`src/verilog/lds_map.svh`:
```
`ifndef LDS_MAP_SVH
`define LDS_MAP_SVH
// Register indices; the byte address on the bus is four times the index.
`define LDS_IDX_CTRL 6'h00
`define LDS_IDX_USER 6'h01
`define LDS_IDX_STATUS 6'h02
`define LDS_IDX_SOFT_RESET 6'h0D
// Value that triggers the software reset.
`define LDS_SOFT_RESET_KEY 8'hFF
// Control register fields.
`define LDS_CTRL_RUN_BIT 0
`define LDS_CTRL_PSAVE_BIT 1
// Status register fields.
`define LDS_STAT_MODE_LSB 0
`define LDS_STAT_DONE_BIT 3
`define LDS_STAT_HOT_BIT 4
`define LDS_STAT_EN_BIT 5
// Reset values.
`define LDS_CTRL_RST 8'h00
`define LDS_USER_RST 8'h00
// Startup delay in microseconds and clock rate in MHz.
`define LDS_STARTUP_US 500
`define LDS_CLK_MHZ 100
`endif

```
`src/verilog/lds_pkg.sv`:
```
`default_nettype none
package lds_pkg;
  // Operating modes, Gray coded along reset, standby, startup, normal, power save.
  typedef enum logic [2:0] {
    LDS_RESET = 3'h0,
    LDS_STANDBY = 3'h1,
    LDS_STARTUP = 3'h3,
    LDS_NORMAL = 3'h2,
    LDS_PSAVE = 3'h6
  } lds_mode_t;
  // State of the mode sequencer.
  typedef struct packed {
    lds_mode_t mode;
    logic [7:0] ctrl;
    logic [7:0] user;
    logic circ_en;
    logic analog_en;
    logic [7:0] user_eff;
  } lds_seq_st_t;
  // State of the bus slave.
  typedef struct packed {
    logic ack;
    logic [7:0] rdata;
  } lds_bus_st_t;
endpackage : lds_pkg
`default_nettype wire

```
`src/verilog/lds_reg_if.sv`:
```
`timescale 1ns/1ps
`default_nettype none
// Register access strobes between the bus slave and the register file.
interface lds_reg_if;
  logic wr_stb;
  logic [5:0] wr_idx;
  logic [7:0] wr_data;
  logic [5:0] rd_idx;
  logic [7:0] rd_data;
  modport bus (output wr_stb, output wr_idx, output wr_data, output rd_idx, input rd_data);
  modport regs (input wr_stb, input wr_idx, input wr_data, input rd_idx, output rd_data);
endinterface : lds_reg_if
`default_nettype wire

```
`src/verilog/lds_mode_seq.sv`:
```
// The Avalon-MM interface to the registers was chosen for this implementation.
`timescale 1ns/1ps
`default_nettype none
`include "lds_map.svh"
module lds_mode_seq
  import lds_pkg::*;
#(
  parameter int STARTUP_CYCLES = `LDS_STARTUP_US * `LDS_CLK_MHZ
) (
  // Clock and reset.
  input wire logic sys_clk_i,
  input wire logic resetn_i,
  // Avalon-MM register port.
  input wire logic [7:0] avs_address_i,
  input wire logic avs_read_i,
  input wire logic avs_write_i,
  input wire logic [31:0] avs_writedata_i,
  input wire logic [3:0] avs_byteenable_i,
  output logic [31:0] avs_readdata_o,
  output logic avs_waitrequest_o,
  // Device pins and monitors.
  input wire logic por_i,
  input wire logic en_i,
  input wire logic overheat_shutdown_i,
  // Mode and power controls.
  output logic [2:0] mode_o,
  output logic circuits_en_o,
  output logic analog_en_o,
  output logic [7:0] user_ctrl_o
);
  localparam int AW = $clog2(STARTUP_CYCLES + 1);

  lds_reg_if reg_if (); // Strobes from the bus slave.
  lds_seq_st_t st; // Registered sequencer state.
  lds_seq_st_t next_st; // Next sequencer state.
  logic soft_rst; // Software reset write seen this cycle.
  logic wr_ok; // Register write that is accepted.
  logic tmr_start; // Startup delay begins.
  logic tmr_clear; // Startup delay abandoned.
  logic tmr_done; // Startup delay has run out.
  logic run; // Stored run bit.
  logic psave; // Stored power save request.
  logic [7:0] status; // Status register image.

  // The delay counter must be able to count at least two cycles.
  if (STARTUP_CYCLES < 2) begin : g_bad_startup
    $error("STARTUP_CYCLES must be at least 2");
  end

  // Bus slave; every access takes one wait cycle.
  lds_avmm_slave u_bus (
    .sys_clk_i(sys_clk_i),
    .resetn_i(resetn_i),
    .avs_address_i(avs_address_i),
    .avs_read_i(avs_read_i),
    .avs_write_i(avs_write_i),
    .avs_writedata_i(avs_writedata_i),
    .avs_byteenable_i(avs_byteenable_i),
    .avs_readdata_o(avs_readdata_o),
    .avs_waitrequest_o(avs_waitrequest_o),
    .reg_if(reg_if)
  );

  // Startup delay timer on the system clock.
  lds_delay_timer #(
    .CYCLES(STARTUP_CYCLES)
  ) u_tmr (
    .sys_clk_i(sys_clk_i),
    .resetn_i(resetn_i),
    .start_i(tmr_start),
    .clear_i(tmr_clear),
    .done_o(tmr_done)
  );

  assign run = st.ctrl[`LDS_CTRL_RUN_BIT];
  assign psave = st.ctrl[`LDS_CTRL_PSAVE_BIT];

  // Write decode. The enable pin gates all writes, so software cannot set
  // the run bit in the same cycle in which hardware clears it.
  always_comb begin
    soft_rst = reg_if.wr_stb && en_i && (reg_if.wr_idx == `LDS_IDX_SOFT_RESET)
               && (reg_if.wr_data == `LDS_SOFT_RESET_KEY);
    wr_ok = reg_if.wr_stb && en_i;
  end

  // Status image and read multiplexer; unmapped and write-only read zero.
  always_comb begin
    status = 8'h00;
    status[`LDS_STAT_MODE_LSB +: 3] = st.mode;
    status[`LDS_STAT_DONE_BIT] = tmr_done;
    status[`LDS_STAT_HOT_BIT] = overheat_shutdown_i;
    status[`LDS_STAT_EN_BIT] = en_i;
    unique case (reg_if.rd_idx)
      `LDS_IDX_CTRL: begin
        reg_if.rd_data = st.ctrl;
      end
      `LDS_IDX_USER: begin
        reg_if.rd_data = st.user;
      end
      `LDS_IDX_STATUS: begin
        reg_if.rd_data = status;
      end
      default: begin
        reg_if.rd_data = 8'h00;
      end
    endcase
  end

  // Mode sequencer and register file.
  always_comb begin
    next_st = st;
    if (por_i || soft_rst) begin
      // Supply low or software reset: everything back to defaults.
      next_st.mode = LDS_RESET;
      next_st.ctrl = `LDS_CTRL_RST;
      next_st.user = `LDS_USER_RST;
    end else begin
      // Writes are stored in any mode; the user byte acts only later.
      if (wr_ok && reg_if.wr_idx == `LDS_IDX_CTRL) begin
        next_st.ctrl = reg_if.wr_data;
      end
      if (wr_ok && reg_if.wr_idx == `LDS_IDX_USER) begin
        next_st.user = reg_if.wr_data;
      end
      unique case (st.mode)
        LDS_RESET: begin
          next_st.mode = LDS_STANDBY;
        end
        LDS_STANDBY: begin
          // Decided on the stored bit, so a new run write acts a cycle later.
          if (run && en_i) begin
            next_st.mode = LDS_STARTUP;
          end
        end
        LDS_STARTUP: begin
          if (!run || !en_i) begin
            next_st.mode = LDS_STANDBY;
          end else if (tmr_done && !overheat_shutdown_i) begin
            next_st.mode = LDS_NORMAL;
          end
          // Otherwise stay here while the delay runs or overheat lasts.
        end
        LDS_NORMAL, LDS_PSAVE: begin
          if (!en_i) begin
            next_st.ctrl[`LDS_CTRL_RUN_BIT] = 1'b0;
            next_st.mode = LDS_STANDBY;
          end else if (!run) begin
            next_st.mode = LDS_STANDBY;
          end else if (overheat_shutdown_i) begin
            // The delay stays expired, so recovery is immediate on cool-down.
            next_st.mode = LDS_STARTUP;
          end else if (psave) begin
            next_st.mode = LDS_PSAVE;
          end else begin
            next_st.mode = LDS_NORMAL;
          end
        end
        default: begin
          next_st.mode = LDS_RESET;
        end
      endcase
    end
    // Power controls follow the mode that is about to be entered.
    next_st.circ_en = (next_st.mode == LDS_STARTUP) || (next_st.mode == LDS_NORMAL)
                      || (next_st.mode == LDS_PSAVE);
    next_st.analog_en = ((next_st.mode == LDS_STARTUP) || (next_st.mode == LDS_NORMAL))
                        && !overheat_shutdown_i;
    if (next_st.mode == LDS_NORMAL || next_st.mode == LDS_PSAVE) begin
      next_st.user_eff = next_st.user;
    end else begin
      next_st.user_eff = 8'h00;
    end
  end

  // Timer control; leaving for standby or reset forgets any delay progress.
  always_comb begin
    tmr_start = (st.mode == LDS_STANDBY) && (next_st.mode == LDS_STARTUP);
    tmr_clear = (next_st.mode == LDS_STANDBY) || (next_st.mode == LDS_RESET);
  end

  // State register.
  always_ff @(posedge sys_clk_i) begin
    if (!resetn_i) begin
      st.mode <= LDS_RESET;
      st.ctrl <= `LDS_CTRL_RST;
      st.user <= `LDS_USER_RST;
      st.circ_en <= 1'b0;
      st.analog_en <= 1'b0;
      st.user_eff <= 8'h00;
    end else begin
      st <= next_st;
    end
  end

  assign mode_o = st.mode;
  assign circuits_en_o = st.circ_en;
  assign analog_en_o = st.analog_en;
  assign user_ctrl_o = st.user_eff;

  // Cycles spent since leaving standby, saturating; read only by checks.
  logic [AW-1:0] age;
  always_ff @(posedge sys_clk_i) begin
    if (!resetn_i || st.mode == LDS_STANDBY || st.mode == LDS_RESET) begin
      age <= '0;
    end else if (age != AW'(STARTUP_CYCLES)) begin
      age <= age + AW'(1);
    end
  end

  // Quiet cycle: no reset cause is present.
  logic calm;
  assign calm = !por_i && !soft_rst;
endmodule : lds_mode_seq
`default_nettype wire

```
`src/verilog/lds_avmm_slave.sv`:
```
`timescale 1ns/1ps
`default_nettype none
// Avalon-MM slave with exactly one wait cycle on every access.
module lds_avmm_slave
  import lds_pkg::*;
(
  // Clock and reset.
  input wire logic sys_clk_i,
  input wire logic resetn_i,
  // Avalon-MM slave port.
  input wire logic [7:0] avs_address_i,
  input wire logic avs_read_i,
  input wire logic avs_write_i,
  input wire logic [31:0] avs_writedata_i,
  input wire logic [3:0] avs_byteenable_i,
  output logic [31:0] avs_readdata_o,
  output logic avs_waitrequest_o,
  // Register side.
  lds_reg_if.bus reg_if
);
  lds_bus_st_t st; // Registered state.
  lds_bus_st_t next_st; // Next state.
  logic req; // Any access pending.

  // The wait cycle lets read data come from a flop at the sampling edge.
  always_comb begin
    req = avs_read_i | avs_write_i;
    next_st = st;
    next_st.ack = req & ~st.ack;
    if (avs_read_i && !st.ack) begin
      next_st.rdata = reg_if.rd_data;
    end
  end

  // State register.
  always_ff @(posedge sys_clk_i) begin
    if (!resetn_i) begin
      st <= '0;
    end else begin
      st <= next_st;
    end
  end

  // Only the low byte lane carries register data.
  assign avs_waitrequest_o = req & ~st.ack;
  assign avs_readdata_o = {24'h000000, st.rdata};
  assign reg_if.wr_stb = avs_write_i & st.ack & avs_byteenable_i[0];
  assign reg_if.wr_idx = avs_address_i[7:2];
  assign reg_if.wr_data = avs_writedata_i[7:0];
  assign reg_if.rd_idx = avs_address_i[7:2];
endmodule : lds_avmm_slave
`default_nettype wire

```
`src/verilog/lds_delay_timer.sv`:
```
`timescale 1ns/1ps
`default_nettype none
// One-shot delay: done rises CYCLES edges after the start edge and stays up.
module lds_delay_timer #(
  parameter int CYCLES = 50000
) (
  // Clock and reset.
  input wire logic sys_clk_i,
  input wire logic resetn_i,
  // Control.
  input wire logic start_i,
  input wire logic clear_i,
  // Status.
  output logic done_o
);
  localparam int CW = $clog2(CYCLES + 1);
  typedef struct packed {
    logic [CW-1:0] cnt;
    logic busy;
    logic done;
  } lds_tmr_st_t;
  lds_tmr_st_t st; // Registered state.
  lds_tmr_st_t next_st; // Next state.

  // A count of one or less cannot be served by the reload scheme.
  if (CYCLES < 2) begin : g_bad_cycles
    $error("CYCLES must be at least 2");
  end

  // Clear wins over start so a leaving sequence never leaves a stale done.
  always_comb begin
    next_st = st;
    if (clear_i) begin
      next_st = '0;
    end else if (start_i) begin
      next_st.cnt = CW'(CYCLES - 1);
      next_st.busy = 1'b1;
      next_st.done = 1'b0;
    end else if (st.busy) begin
      if (st.cnt == '0) begin
        next_st.busy = 1'b0;
        next_st.done = 1'b1;
      end else begin
        next_st.cnt = st.cnt - CW'(1);
      end
    end
  end

  // State register.
  always_ff @(posedge sys_clk_i) begin
    if (!resetn_i) begin
      st <= '0;
    end else begin
      st <= next_st;
    end
  end

  assign done_o = st.done;
endmodule : lds_delay_timer
`default_nettype wire

```
`config.mk`:
```
export PLATFORM = sky130hd
export DESIGN_NAME = lds_mode_seq
export DESIGN_NICKNAME = d
export VERILOG_FILES = /design/src/verilog/lds_pkg.sv /design/src/verilog/lds_reg_if.sv /design/src/verilog/lds_mode_seq.sv /design/src/verilog/lds_avmm_slave.sv /design/src/verilog/lds_delay_timer.sv
export VERILOG_INCLUDE_DIRS = /design/src /design/src/verilog
export SDC_FILE = /design/constraint.sdc
export NUM_CORES = 1
export LEC_CHECK = 0
export BUFFER_PORTS_ARGS = -buffer_cell sky130_fd_sc_hd__buf_4
export CAP_MARGIN = 0
export CORE_MARGIN = 8
export CORE_UTILIZATION = 50
export DETAILED_ROUTE_END_ITERATION = 10
export GPL_ROUTABILITY_DRIVEN = 0
export PLACE_DENSITY = 0.8
export SYNTH_ARGS = -nofsm -noshare
export SYNTH_HDL_FRONTEND = slang
export SYNTH_SLANG_ARGS = --single-unit
export TNS_END_PERCENT = 50
```
`constraint.sdc`:
```
create_clock -name sys_clk_i -period 2.4 [get_ports sys_clk_i]
set_input_delay 0.36 -clock sys_clk_i [delete_from_list [all_inputs] [get_ports sys_clk_i]]
set_output_delay 0.36 -clock sys_clk_i [all_outputs]
set_load 0.01 [all_outputs]
```
==> results.json <==
{
  "status": "finished, final reports clean",
  "tightest_slew_ns": 0.537,
  "multi_input_area_um2": 1410,
  "io_pins": 97,
  "cap_viol_max_count": 0,
  "drive_gt1_share_pct": 22.4,
  "pre_cts_ws_ns": 0.160,
  "cp.arrival_ns": 2.43,
  "post_cts_buffers": 0,
  "via_count": 2176,
  "wl_per_cell_um": 15.0,
  "power.total_mw": 1.65,
  "crit_path_start_kind": "register",
  "viasPerCell": 5.35,
  "ys_seq_area_share_pct": 39.2,
  "fin_cells": 407,
  "port_buffers": 43,
  "utilization_pct": 57.5,
  "cp.required_ns": 2.65,
  "wirelength_um": 6120,
  "timing.fmax_mhz": 458,
  "cts_root_buf": "clkbuf_8",
  "hold_ws_ns": 0.247,
  "leakage_nw": 1.27,
  "cts_buffer_depth": 2,
  "crit_path_end_kind": "register",
  "tns_ns": 0,
  "grt_setup_unrepaired": "false",
  "drtAntennaViolNets": 0,
  "grtUsageTotal_pct": 14.8,
  "powerDensity_nw_per_um2": 523,
  "grt_max_degree": 28,
  "fillerInstances": 484,
  "core_area_um2": 5510,
  "path_max_fanout": 5,
  "final_area_um2": 3160,
  "cts_sinks": 56,
  "layout.area.seq_um2": 1120,
  "path_cells": "inv_1 -> ha_1 -> or3b_2 -> o41ai_4 -> mux2_2 -> a21oi_1",
  "syn_inst": 311,
  "ys_warn_count": 0,
  "hp-class": "in2reg",
  "first_global_vias": 2073,
  "antenna_found_initial": 0,
  "hold_viol": 0,
  "r2r-start": "u_tmr.st[2]",
  "crit_type": "reg2reg",
  "synthFlopType": "dfxtp_1",
  "yosysUniqueCellTypes": 50,
  "first_iter_violations": 127,
  "syn_to_final_growth_pct": 10.8,
  "setup_slack_ns": 0.216,
  "period_share_pct": 91.0,
  "place_area_um2": 3040,
  "holdPathStages": 2,
  "synthTopCellsByArea": "dfxtp_1 (39%), buf_4 (12%), mux2i_1 (8.4%)",
  "layout_common_cells": "dfxtp_1 (56), buf_4 (49), nor2_1 (24), mux2i_1 (24), conb_1 (24)",
  "path_clk_slew_ns": 0.10,
  "cts_hold_buf": 0,
  "relSlewSlack_pct": 63.9,
  "diodes": 0,
  "fin_crit_ns": 2.18,
  "ys_ff_latch": 56,
  "synth-edff-count": 0,
  "overflow": 0,
  "r2r-end": "u_tmr.st[3]",
  "async_reset_ff_share_pct": 0,
  "max_stage_delay_ns": 0.55,
  "die_w_um": 91.6,
  "syn_area_um2": 2860,
  "htreeDepth": 2,
  "clock_skew_ns": 0.00579,
  "cts_tree": "done",
  "drc": 0,
  "hpwl_um": 4570,
  "fin_nets": 387,
  "peakVddDrop_mv": 0.263,
  "dr.pass1.iters": 4,
  "regToRegSetupSlack_ns": 0.22,
  "setup_viol": 0,
  "die-area_um2": 8390,
  "holdPathEnd": "analog_en_o",
  "cts_made_buffers": 5,
  "clk_latency_ns": 0.31,
  "rows": 27,
  "rr_worst_depth": 6,
  "initial_utilization_pct": 51.9,
  "die_height_um": 91.6,
  "synth.top_cell.area_share_pct": 39.2,
  "grt_pass1_wl_um": 10300,
  "cp_slowest_cell": "or3b_2",
  "finalMaxSlewViolations": 0,
  "hp-start": "overheat_shutdown_i",
  "yosys.area.top_type": "dfxtp_1",
  "layout_commonest_cell": "dfxtp_1",
  "dp_cells": 399,
  "syn_avg_cell_area_um2": 9.18
}
==> cells in the mapped netlist, types with 3 or more instances <==
cell type / number
nand4_1: 3
nand2b_1: 4
o21ai_0: 8
o31ai_1: 8
a22o_1: 6
mux2i_1: 24
nor4_1: 6
clkbuf_1: 6
nor3_1: 15
a21oi_1: 15
a31oi_1: 7
nor2b_1: 4
dfxtp_1: 56
buf_2: 4
nand2_1: 14
or4b_1: 3
nor2_1: 24
or4_1: 10
buf_4: 45
or3_1: 4
inv_1: 5
o41ai_1: 3
==> worst max-delay path by stage <==
stage                      from        endpoint  cells after the start
6_report            u_tmr.st[2]     u_tmr.st[3]                      6
5_1_grt             u_tmr.st[2]     u_tmr.st[3]                      6
4_1_cts             u_tmr.st[2]     u_tmr.st[3]                      6
3_5_place_dp   avs_address_i[3]  user_ctrl_o[0]                      6
3_3_place_gp   avs_address_i[3]  user_ctrl_o[0]                      6
2_1_floorplan  avs_address_i[3]  user_ctrl_o[7]                      7
==> kinds of logic (layout without fill, tap and decap cells) <==
kind of cell / after synthesis / count (layout) / synth area share, %
buffers and inverters: 65 / 66 / 14.9
adders and majority gates: 2 / 2 / 0.876
and+or+nand+nor: 103 / 103 / 20.8
other: 1 / 24 / 0.131
DFF: 56 / 56 / 39.2
muxes: 25 / 25 / 8.80
AOI/OAI and AO/OA: 57 / 57 / 14.7
xor gates and xnor gates: 2 / 2 / 0.613
==> power by group <==
| part | leakage (nW) | switching [mW] | total (mW) | internal, mW |
|---|---|---|---|---|
| Combinational | 0.760 | 0.0651 | 0.107 | 0.0415 |
| Sequential | 0.451 | 0.00278 | 0.934 | 0.931 |
| Clock | 0.0541 | 0.305 | 0.615 | 0.309 |
==> critical path, delay by kind of cell, from the launching register on <==
family                     cells  cell delay (ns)
AOI/OAI and AO/OA              2             0.57
adders and majority gates      1             0.20
and+or+nand+nor                1             0.55
buffers and inverters          1             0.10
DFF                            1             0.32
muxes                          1             0.38
==> layer usage <==
| metal | GRT usage [%] | routed length [um] | vias to the layer above |
|---|---|---|---|
| li1 | - | - | 1104 |
| met1 | 18.8 | 2800 | 1005 |
| met2 | 23.5 | 2850 | 60 |
| met3 | 4.36 | 407 | 7 |
| met4 | 4.50 | 65 | 0 |
| met5 | 0 | 0 | - |
==> flip-flops by register name, summed over array words and instances (netlist names) <==
signal,count
mode_o,3
u_bus.st,1
psave,1
u_tmr.done_o,1
u_bus.avs_readdata_o,8
u_tmr.st,17
circuits_en_o,1
st,14
user_ctrl_o,8
run,1
analog_en_o,1
==> repair_timing <==
action | CTS | global route
resized for setup | 0 | 1
hold endpoints to repair | 0 | 0
setup endpoints to repair | 0 | 1
==> layout make-up <==
type                    count  area share [%]
clock buffers               5            2.17
clock inverters             3            1.34
inverters                   7           0.830
multi-input cells         213            44.5
flip-flops and latches     56            35.4
well taps                  72            2.85
repair buffers             51            12.9
Note: power is estimated with default switching activity, not from simulation.
